## config.mk

```make
export PLATFORM = sky130hd
export DESIGN_NAME = ipvs_top
export DESIGN_NICKNAME = d
export VERILOG_FILES = /design/src/ipvs_pkg.sv /design/src/ipvs_top.sv
export VERILOG_INCLUDE_DIRS = /design/src /design/src/src
export SDC_FILE = /design/constraint.sdc
export NUM_CORES = 1
export LEC_CHECK = 0
export BUFFER_PORTS_ARGS = -buffer_cell sky130_fd_sc_hd__clkbuf_2
export CAP_MARGIN = 25
export CORE_ASPECT_RATIO = 1.5
export CORE_MARGIN = 8
export CORE_UTILIZATION = 30
export DETAILED_ROUTE_END_ITERATION = 7
export PLACE_DENSITY_LB_ADDON = 0.05
export SETUP_SLACK_MARGIN = 0.2
export SYNTH_ARGS = -nofsm -noshare
export SYNTH_HDL_FRONTEND = slang
export SYNTH_SLANG_ARGS = --single-unit
```

## constraint.sdc

```tcl
create_clock -name pclk -period 24.6 [get_ports pclk]
set_input_delay 3.69 -clock pclk [delete_from_list [all_inputs] [get_ports pclk]]
set_output_delay 3.69 -clock pclk [all_outputs]
set_load 0.03 [all_outputs]
```

## src/ipvs_cfg.svh

```systemverilog
`ifndef IPVS_CFG_SVH
`define IPVS_CFG_SVH
// Register byte offsets.
`define IPVS_OFF_PRIO15   12'h000
`define IPVS_OFF_PRIO16   12'h004
`define IPVS_OFF_PRIO17   12'h008
`define IPVS_OFF_STATUS   12'h00c
`define IPVS_OFF_CTRL     12'h010
`define IPVS_OFF_FLAGS    12'h014
`define IPVS_OFF_ENABLES  12'h018
`define IPVS_OFF_EVT_STAT 12'h01c
`define IPVS_OFF_EVT_MASK 12'h020
`define IPVS_OFF_RUN      12'h024
// Implemented bits and reset values of the priority registers.
`define IPVS_PRIO15_MASK  16'h0770
`define IPVS_PRIO16_MASK  16'h7770
`define IPVS_PRIO17_MASK  16'h0777
`define IPVS_PRIO15_RST   16'h0440
`define IPVS_PRIO16_RST   16'h4440
`define IPVS_PRIO17_RST   16'h0444
// Control register fields.
`define IPVS_CTRL_NEST_BIT 15
`define IPVS_CTRL_TRAP_W   4
// Status register fields.
`define IPVS_STAT_LVL_LSB  8
`define IPVS_VEC_OFFSET    8
// Vector of source 0; source i uses this plus i.
`define IPVS_VEC_BASE      7'd50
`define IPVS_NSRC          8
`define IPVS_CAN_SRC       5
`define IPVS_STACK_DEPTH   8
// Event status bits.
`define IPVS_EVT_ACK       0
`define IPVS_EVT_RET       1
`define IPVS_EVT_TRAP      2
`define IPVS_EVT_UNDER     3
`define IPVS_EVT_OVER      4
`define IPVS_EVT_W         5
`endif

```

## src/ipvs_pkg.sv

```systemverilog
package ipvs_pkg;
   typedef struct packed {
      logic       valid;
      logic [3:0] level;
      logic [6:0] vec_idx;
   } ipvs_pend_t;
   typedef struct packed {
      logic        sel;
      logic        enable;
      logic        write;
      logic [11:0] addr;
      logic [31:0] wdata;
   } ipvs_apb_req_t;
endpackage

```

## src/ipvs_top.sv

```systemverilog
// Summary of operation
// - Field 7..1 is priority; 0 disables source.
// - Reset puts every source at priority 4.
// - Unimplemented bits ignore writes, read zero.
// - Status bits 11-8 show new CPU level.
// - Status bits 6-0 show vector minus eight.
// - Control bit 15 blocks nested preemption.
// - Set, enabled flag keeps requesting until cleared.
// - Return restores previous CPU level from stack, unless an ack is taken in the same cycle.
// - Trap flag keeps trap request until cleared.
// - Register fifteen: clock bits 10-8, DMA5 6-4.
// - Register seventeen: CAN 10-8, DMA7 6-4, DMA6 2-0.
// - Without CAN, transmit source is always disabled.
`include "ipvs_cfg.svh"
module ipvs_top
   import ipvs_pkg::*;
#(
   parameter bit HAS_CAN = 1'b1
) (
   input  wire logic        pclk,
   input  wire logic        presetn,
   input  wire logic        pce,
   input  wire logic        psel,
   input  wire logic        penable,
   input  wire logic        pwrite,
   input  wire logic [11:0] paddr,
   input  wire logic [31:0] pwdata,
   output logic      [31:0] prdata,
   output logic             pready,
   output logic             pslverr,
   input  wire logic [7:0]  src_event,
   input  wire logic [3:0]  trap_event,
   input  wire logic        cpu_ack,
   input  wire logic        cpu_return,
   output logic             cpu_irq_req,
   output logic      [3:0]  cpu_irq_level,
   output logic      [6:0]  cpu_irq_vector,
   output logic             trap_req,
   output logic             irq
);
   localparam int NS = `IPVS_NSRC;
   localparam int SD = `IPVS_STACK_DEPTH;

   logic [15:0] prio15_reg;
   logic [15:0] prio16_reg;
   logic [15:0] prio17_reg;
   logic        nest_dis_reg;
   logic [3:0]  trap_reg;
   logic [7:0]  flag_reg;
   logic [7:0]  en_reg;
   logic [4:0]  evt_reg;
   logic [4:0]  mask_reg;
   logic [3:0]  run_level_reg;
   logic [3:0]  depth_reg;
   logic [3:0]  stack_mem [SD];
   logic [31:0] prdata_reg;
   logic        req_reg;
   logic [3:0]  lvl_reg;
   logic [6:0]  vec_reg;

   ipvs_apb_req_t bus;
   assign bus = '{sel: psel, enable: penable, write: pwrite, addr: paddr, wdata: pwdata};

   // Bus decode.
   wire setup_rd  = pce && bus.sel && !bus.enable && !bus.write;
   wire access    = pce && bus.sel && bus.enable;
   wire wr        = access && bus.write;
   wire rd_acc    = access && !bus.write;
   wire hit_p15   = bus.addr == `IPVS_OFF_PRIO15;
   wire hit_p16   = bus.addr == `IPVS_OFF_PRIO16;
   wire hit_p17   = bus.addr == `IPVS_OFF_PRIO17;
   wire hit_stat  = bus.addr == `IPVS_OFF_STATUS;
   wire hit_ctrl  = bus.addr == `IPVS_OFF_CTRL;
   wire hit_flag  = bus.addr == `IPVS_OFF_FLAGS;
   wire hit_en    = bus.addr == `IPVS_OFF_ENABLES;
   wire hit_evt   = bus.addr == `IPVS_OFF_EVT_STAT;
   wire hit_mask  = bus.addr == `IPVS_OFF_EVT_MASK;
   wire hit_run   = bus.addr == `IPVS_OFF_RUN;
   wire hit_any   = hit_p15 | hit_p16 | hit_p17 | hit_stat | hit_ctrl | hit_flag
                  | hit_en | hit_evt | hit_mask | hit_run;

   assign pready  = 1'b1;
   assign pslverr = bus.sel && bus.enable && !hit_any;

   // Per-source priority fields, in ascending vector order.
   logic [2:0] prio [NS];
   assign prio[0] = prio15_reg[10:8];
   assign prio[1] = prio15_reg[6:4];
   assign prio[2] = prio16_reg[14:12];
   assign prio[3] = prio16_reg[10:8];
   assign prio[4] = prio16_reg[6:4];
   assign prio[5] = prio17_reg[10:8];
   assign prio[6] = prio17_reg[6:4];
   assign prio[7] = prio17_reg[2:0];

   logic [NS-1:0] active;
   genvar gi;
   generate
      for (gi = 0; gi < NS; gi++) begin : g_act
         // A zero field disables the source; the CAN source is dead without CAN.
         if (gi == `IPVS_CAN_SRC) begin : g_can
            assign active[gi] = flag_reg[gi] && en_reg[gi] && (prio[gi] != 3'h0)
                              && HAS_CAN;
         end else begin : g_std
            assign active[gi] = flag_reg[gi] && en_reg[gi] && (prio[gi] != 3'h0);
         end
      end
   endgenerate

   // Highest level wins; strict compare keeps the lower vector on a tie.
   ipvs_pend_t pend;
   always_comb begin
      pend = '0;
      for (int i = 0; i < NS; i++) begin
         if (active[i] && (!pend.valid || {1'b0, prio[i]} > pend.level)) begin
            pend.valid   = 1'b1;
            pend.level   = {1'b0, prio[i]};
            pend.vec_idx = `IPVS_VEC_BASE + 7'(i) - 7'(`IPVS_VEC_OFFSET);
         end
      end
   end

   wire nest_block = nest_dis_reg && (depth_reg != 4'h0);
   wire req_next   = pend.valid && (pend.level > run_level_reg) && !nest_block;
   wire take       = pce && cpu_ack && req_reg && (depth_reg != 4'(SD));
   wire overflow   = pce && cpu_ack && req_reg && (depth_reg == 4'(SD));
   wire pop        = pce && cpu_return && (depth_reg != 4'h0) && !take;
   wire underflow  = pce && cpu_return && (depth_reg == 4'h0);
   wire [3:0] top_level = stack_mem[3'(depth_reg - 4'h1)];

   wire [15:0] stat_word = {4'h0, lvl_reg, 1'b0, vec_reg};
   wire [15:0] ctrl_word = {nest_dis_reg, 11'h000, trap_reg};
   wire [15:0] run_word  = {8'h00, depth_reg, run_level_reg};

   logic [31:0] rd_mux;
   always_comb begin
      rd_mux = 32'h0000_0000;
      if (hit_p15)  rd_mux = {16'h0000, prio15_reg};
      if (hit_p16)  rd_mux = {16'h0000, prio16_reg};
      if (hit_p17)  rd_mux = {16'h0000, prio17_reg};
      if (hit_stat) rd_mux = {16'h0000, stat_word};
      if (hit_ctrl) rd_mux = {16'h0000, ctrl_word};
      if (hit_flag) rd_mux = {24'h000000, flag_reg};
      if (hit_en)   rd_mux = {24'h000000, en_reg};
      if (hit_evt)  rd_mux = {27'h0000000, evt_reg};
      if (hit_mask) rd_mux = {27'h0000000, mask_reg};
      if (hit_run)  rd_mux = {16'h0000, run_word};
   end

   // Event bits: a read clears only the bits it returned, so an event that lands
   // between setup and access is kept; a new event in the same cycle wins.
   logic [4:0] evt_set;
   assign evt_set[`IPVS_EVT_ACK]   = take;
   assign evt_set[`IPVS_EVT_RET]   = pop;
   assign evt_set[`IPVS_EVT_TRAP]  = pce && (trap_event != 4'h0);
   assign evt_set[`IPVS_EVT_UNDER] = underflow;
   assign evt_set[`IPVS_EVT_OVER]  = overflow;
   wire [4:0] evt_next = ((rd_acc && hit_evt) ? (evt_reg & ~prdata_reg[4:0]) : evt_reg)
                       | evt_set;

   // Flags are software read/write; a hardware event beats a clearing write.
   wire [7:0] flag_next = ((wr && hit_flag) ? pwdata[7:0] : flag_reg)
                        | (pce ? src_event : 8'h00);
   wire [3:0] trap_next = ((wr && hit_ctrl) ? pwdata[3:0] : trap_reg)
                        | (pce ? trap_event : 4'h0);

   always_ff @(posedge pclk or negedge presetn) begin
      if (!presetn) begin
         prio15_reg <= `IPVS_PRIO15_RST;
         prio16_reg <= `IPVS_PRIO16_RST;
         prio17_reg <= `IPVS_PRIO17_RST;
         nest_dis_reg <= 1'b0;
         en_reg <= 8'h00;
         mask_reg <= 5'h00;
      end else if (wr) begin
         if (hit_p15) prio15_reg <= pwdata[15:0] & `IPVS_PRIO15_MASK;
         if (hit_p16) prio16_reg <= pwdata[15:0] & `IPVS_PRIO16_MASK;
         if (hit_p17) prio17_reg <= pwdata[15:0] & `IPVS_PRIO17_MASK;
         if (hit_ctrl) nest_dis_reg <= pwdata[`IPVS_CTRL_NEST_BIT];
         if (hit_en) en_reg <= pwdata[7:0];
         if (hit_mask) mask_reg <= pwdata[4:0];
      end
   end

   always_ff @(posedge pclk or negedge presetn) begin
      if (!presetn) begin
         flag_reg <= 8'h00;
         trap_reg <= 4'h0;
         evt_reg <= 5'h00;
      end else begin
         flag_reg <= flag_next;
         trap_reg <= trap_next;
         evt_reg <= evt_next;
      end
   end

   always_ff @(posedge pclk or negedge presetn) begin
      if (!presetn) begin
         prdata_reg <= 32'h0000_0000;
      end else if (setup_rd) begin
         prdata_reg <= rd_mux;
      end
   end

   // Saved CPU levels; a return pops the level that was running before.
   always_ff @(posedge pclk) begin
      if (take) begin
         stack_mem[3'(depth_reg)] <= run_level_reg;
      end
   end

   always_ff @(posedge pclk or negedge presetn) begin
      if (!presetn) begin
         run_level_reg <= 4'h0;
         depth_reg <= 4'h0;
      end else if (take) begin
         run_level_reg <= lvl_reg;
         depth_reg <= depth_reg + 4'h1;
      end else if (pop) begin
         run_level_reg <= top_level;
         depth_reg <= depth_reg - 4'h1;
      end
   end

   always_ff @(posedge pclk or negedge presetn) begin
      if (!presetn) begin
         req_reg <= 1'b0;
         lvl_reg <= 4'h0;
         vec_reg <= 7'h00;
      end else if (pce) begin
         req_reg <= req_next && !take && !pop;
         lvl_reg <= pend.level;
         vec_reg <= pend.vec_idx;
      end
   end

   assign prdata         = prdata_reg;
   assign cpu_irq_req    = req_reg;
   assign cpu_irq_level  = lvl_reg;
   assign cpu_irq_vector = vec_reg;
   assign trap_req       = trap_reg != 4'h0;
   assign irq            = (evt_reg & mask_reg) != 5'h00;

   logic better_exists;
   always_comb begin
      better_exists = 1'b0;
      for (int i = 0; i < NS; i++) begin
         if (active[i] && {1'b0, prio[i]} > pend.level) begin
            better_exists = 1'b1;
         end
         if (active[i] && {1'b0, prio[i]} == pend.level
             && (`IPVS_VEC_BASE + 7'(i) - 7'(`IPVS_VEC_OFFSET)) < pend.vec_idx) begin
            better_exists = 1'b1;
         end
      end
   end
endmodule

```

==> summary.md <==
| Metric | Value |
|---|---|
| Run status | `finished clean` |
| Synth top area share | `0.294` |
| Initial antenna violation count | `0` |
| Number of DRC violations after detailed-routing iteration 0 | `a little over 300` |
| H-Tree Depth | `4` |
| Detailed-routing iteration count for the pre-antenna-repair pass | `4` |
| Number of flip-flops in the largest register | `32` |
| Multiplexer share of the synthesized area | `0.108` |
| Highest ir drop seen on vdd | `approximately 0.044 mV` |
| Largest cells by area after synthesis | `dfrtp_1 (29%), edfxtp_1 (14%), mux2_2 (6.3%)` |
| Nature of the critical path startpoint | `flop` |
| Hold Crit Class | `flop to flop` |
| Post-Synthesis Cell Area | `approximately 6800 um^2` |
| Pwr per Cell Area | `~75 nW/um^2` |
| Largest family of logic cells by synthesized area | `compound AO/OA/AOI/OAI gates` |
| Syn avg cell area | `10.9 um^2` |
| Post-route DRC | `0` |
| Number of buffers inserted by port buffering | `74` |
| Fill cells | `about 2.3k` |
| Std-Cell Rows | `67` |
| Crit path arrival time | `~12 ns` |
| Fraction of met2 tracks used by global routing | `0.305` |
| Highest-utilization routing layer at the global route stage | `met2` |
| Delay of the slowest critical-path stage | `between 0.5 and 0.6 ns` |
| Clock slew at reported path FFs | `~0.060 ns` |
| Register bit total from synthesis | `120` |
| Count of final hold-check violations | `0` |
| Area fraction in compound gates after synthesis | `0.184` |
| Library cell contributing the largest single delay on the critical path | `dfstp_2` |
| Global-route usage over all layers | `0.167` |
| Die Wd | `139 um` |
| Most common cell on crit path | `o21ai_0` |
| Leakage | `approximately 3.4 nW` |
| Final GP Congestion | `~0.86` |
| Number of buffers added by the clock tree synthesis step | `17` |
| Actual slew at the worst max-slew pin | `between 0.9 and 1 ns` |
| Critical Path End Type | `flop` |
| Routed wire length per instance | `between 20 and 25 um` |
| Total setup buffers inserted after CTS | `0` |
| Area leader, netlist | `dfrtp_1` |
| Global-route wire length before repair | `between 30000 and 40000 um` |
| Maximum number of buffers from clock root to sink | `2` |
| Vert. Die Dim | `~200 um` |
| Number of warnings issued by yosys | `0` |
| Area taken by flip-flops and latches | `between 3000 and 4000 um^2` |
| Total die area | `around 28000 um^2` |
| Overflow after GRT | `0` |
| Register area share after synthesis | `0.466` |
| Sink Count | `between 100 and 150` |
| Fin crit period | `11.80 ns` |
| Share of post-route cells with drive strength above 1 | `0.264` |
| Total Nets Final | `~790` |
| Area of the placeable core | `22300 um^2` |
| Simple-Gate Fraction of Synth Area | `0.135` |
| Number of pins with negative max-slew slack in the final report | `0` |
| Number of global-route vias before repair | `5524` |
| DR vias/cell | `between 5 and 6` |
| Source-to-sink clock delay at the later pin of the worst-skew pair | `between 0.4 and 0.5 ns` |
| Fin util | `0.359` |
| Required time worst endpoint | `24.91 ns` |
| Critical Setup Path Class | `flop to flop` |
| Synthesis-to-layout area growth | `17.6%` |
| DPL Wire Length | `17900 um` |
| Critical path peak fanout | `12` |
| Number of buffers added to fix hold violations after cts | `0` |
| Synthesized instance count | `624` |
| Highest-count cells in the layout ignoring fill and taps | `dfrtp_1 (80), clkbuf_2 (73), nand2_1 (54)` |
| Share of synthesized cell area in full adder, half adder and majority cells | `0.0477` |
| Met3 usage | `0.0352` |
| Number of gates resized after cts | `0` |
| Top_reg_cell synth | `dfrtp_1` |
| Inserted Diodes | `0` |
| Routed vias | `between 5k and 6k` |
| XOR/XNOR share of the synthesized area | `0.00386` |
| Setup repair after global routing missed its margin | `no` |
| Share of the clock period used by the worst path after layout | `0.480` |
| Maximum achievable frequency | `between 0.08 and 0.09 GHz` |
| Initial standard-cell utilization of the core | `0.306` |
| Count of pins on the block boundary | `112` |
| Number of endpoints failing setup at the final stage | `0` |
| Post-route setup TNS | `0 ns` |
| Reported max-cap violation count | `0` |
| Largest net degree at the start of global routing | `49` |
| Commonest non-fill, non-tap cell in the layout | `dfrtp_1` |
| Clock tree from TritonCTS | `done` |
| Slew headroom | `0.366` |
| Total Routed Length | `~23000 um` |
| Fin Clk Skew | `~0.011 ns` |
| Proportion of synthesized flip-flops having asynchronous set or reset | `0.733` |
| Post-DRT Antenna Nets | `0` |
| Area of the multi-input gates | `3340 um^2` |
| Met1 track utilization from global routing | `0.180` |
| CTS Root Cell | `clkbuf_16` |
| Yosys cell types | `69` |
| EDFF count, synth | `32` |
==> cell type report <==
class	count	area share
Inverter	30	0.0140
Clock buffer	25	0.0671
Tap cell	276	0.0431
Sequential cell	120	0.396
Multi-Input combinational cell	446	0.417
Timing Repair Buffer	81	0.0528
Clock inverter	7	0.0106
==> Yosys cell counts (all sizes together), types with 3 or more instances <==
master,count
nand3,11
mux4,8
ha,26
nor2b,26
a222oi,3
a21oi,9
or4,8
o2bb2ai,4
nand3b,3
mux2i,13
a21boi,3
a21o,7
o311ai,5
edfxtp,32
buf,25
or3,3
o21a,5
o21ai,35
dfstp,8
a22oi,7
o211ai,6
inv,30
nand2,54
a31oi,7
a221oi,13
dfrtp,80
a32oi,7
clkbuf,21
a221o,13
mux2,38
nor4,6
a22o,5
o21bai,3
o311a,6
or2,5
o22ai,5
a211oi,4
nor3,15
o221ai,4
nand2b,5
nor2,29
and3,7
==> report_power, final <==
group / internal (mW) / switching [mW] / leakage, nW
sequential: 0.220 / 0.0252 / 1.36
clock: 0.171 / 0.0916 / 0.313
combinational: 0.0384 / 0.0535 / 1.73
total: 0.430 / 0.170 / 3.41
==> logic make-up (layout without fill, tap and decap cells) <==
kind of cell / count (synthesis) / after routing
other: 2 / 20
AO/OA/AOI/OAI: 160 / 160
AND/OR/NAND/NOR: 178 / 178
buffers and inverters: 76 / 143
flip-flops: 120 / 120
XOR/XNOR: 3 / 3
adder cells (fa/ha/maj): 26 / 26
multiplexers: 59 / 59
==> critical path, delay by kind of cell (launching register included) <==
| kind | cells | cell delay [ns] |
|---|---|---|
| flops | 1 | 0.57 |
| fa+ha+maj | 8 | 2.23 |
| buf+inv | 4 | 0.47 |
| mux | 2 | 0.71 |
| compound gates | 24 | 5.11 |
| simple gates | 17 | 2.61 |
==> per-layer routing <==
metal | vias up | wire, um
met3 | 31 | 877
met4 | 0 | 683
met5 | - | 0
met2 | 119 | 12500
li1 | 2486 | -
met1 | 2667 | 9020
==> worst paths after layout <==
kind	cells past startpoint	to	from	slack, ns
hold / removal	2	prdata[15]	prdata[15]	0.48
setup / recovery	55	cpu_irq_req	prio15_reg[10]	12.80
min in group asynchronous	1	prdata[14]	presetn	3.25
setup reg to reg	55	cpu_irq_req	prio15_reg[10]	12.80
hold reg to reg	2	prdata[15]	prdata[15]	0.48
max in group asynchronous	2	cpu_irq_vector[5]	presetn	20.27
==> metrics by stage <==
step	hold slack, ns	total power, mW	area (um^2)	cells	setup WS [ns]
after floorplan	0.473	0.304	6880	642	14.62
after global placement	0.475	0.342	7390	952	13.05
after detailed placement	0.479	0.344	7390	953	12.87
after CTS	0.492	0.610	8020	985	12.81
after global routing	0.509	0.627	8020	985	11.93
final	0.483	0.600	8020	985	12.80
No activity file was read; power rests on OpenSTA's default activity.
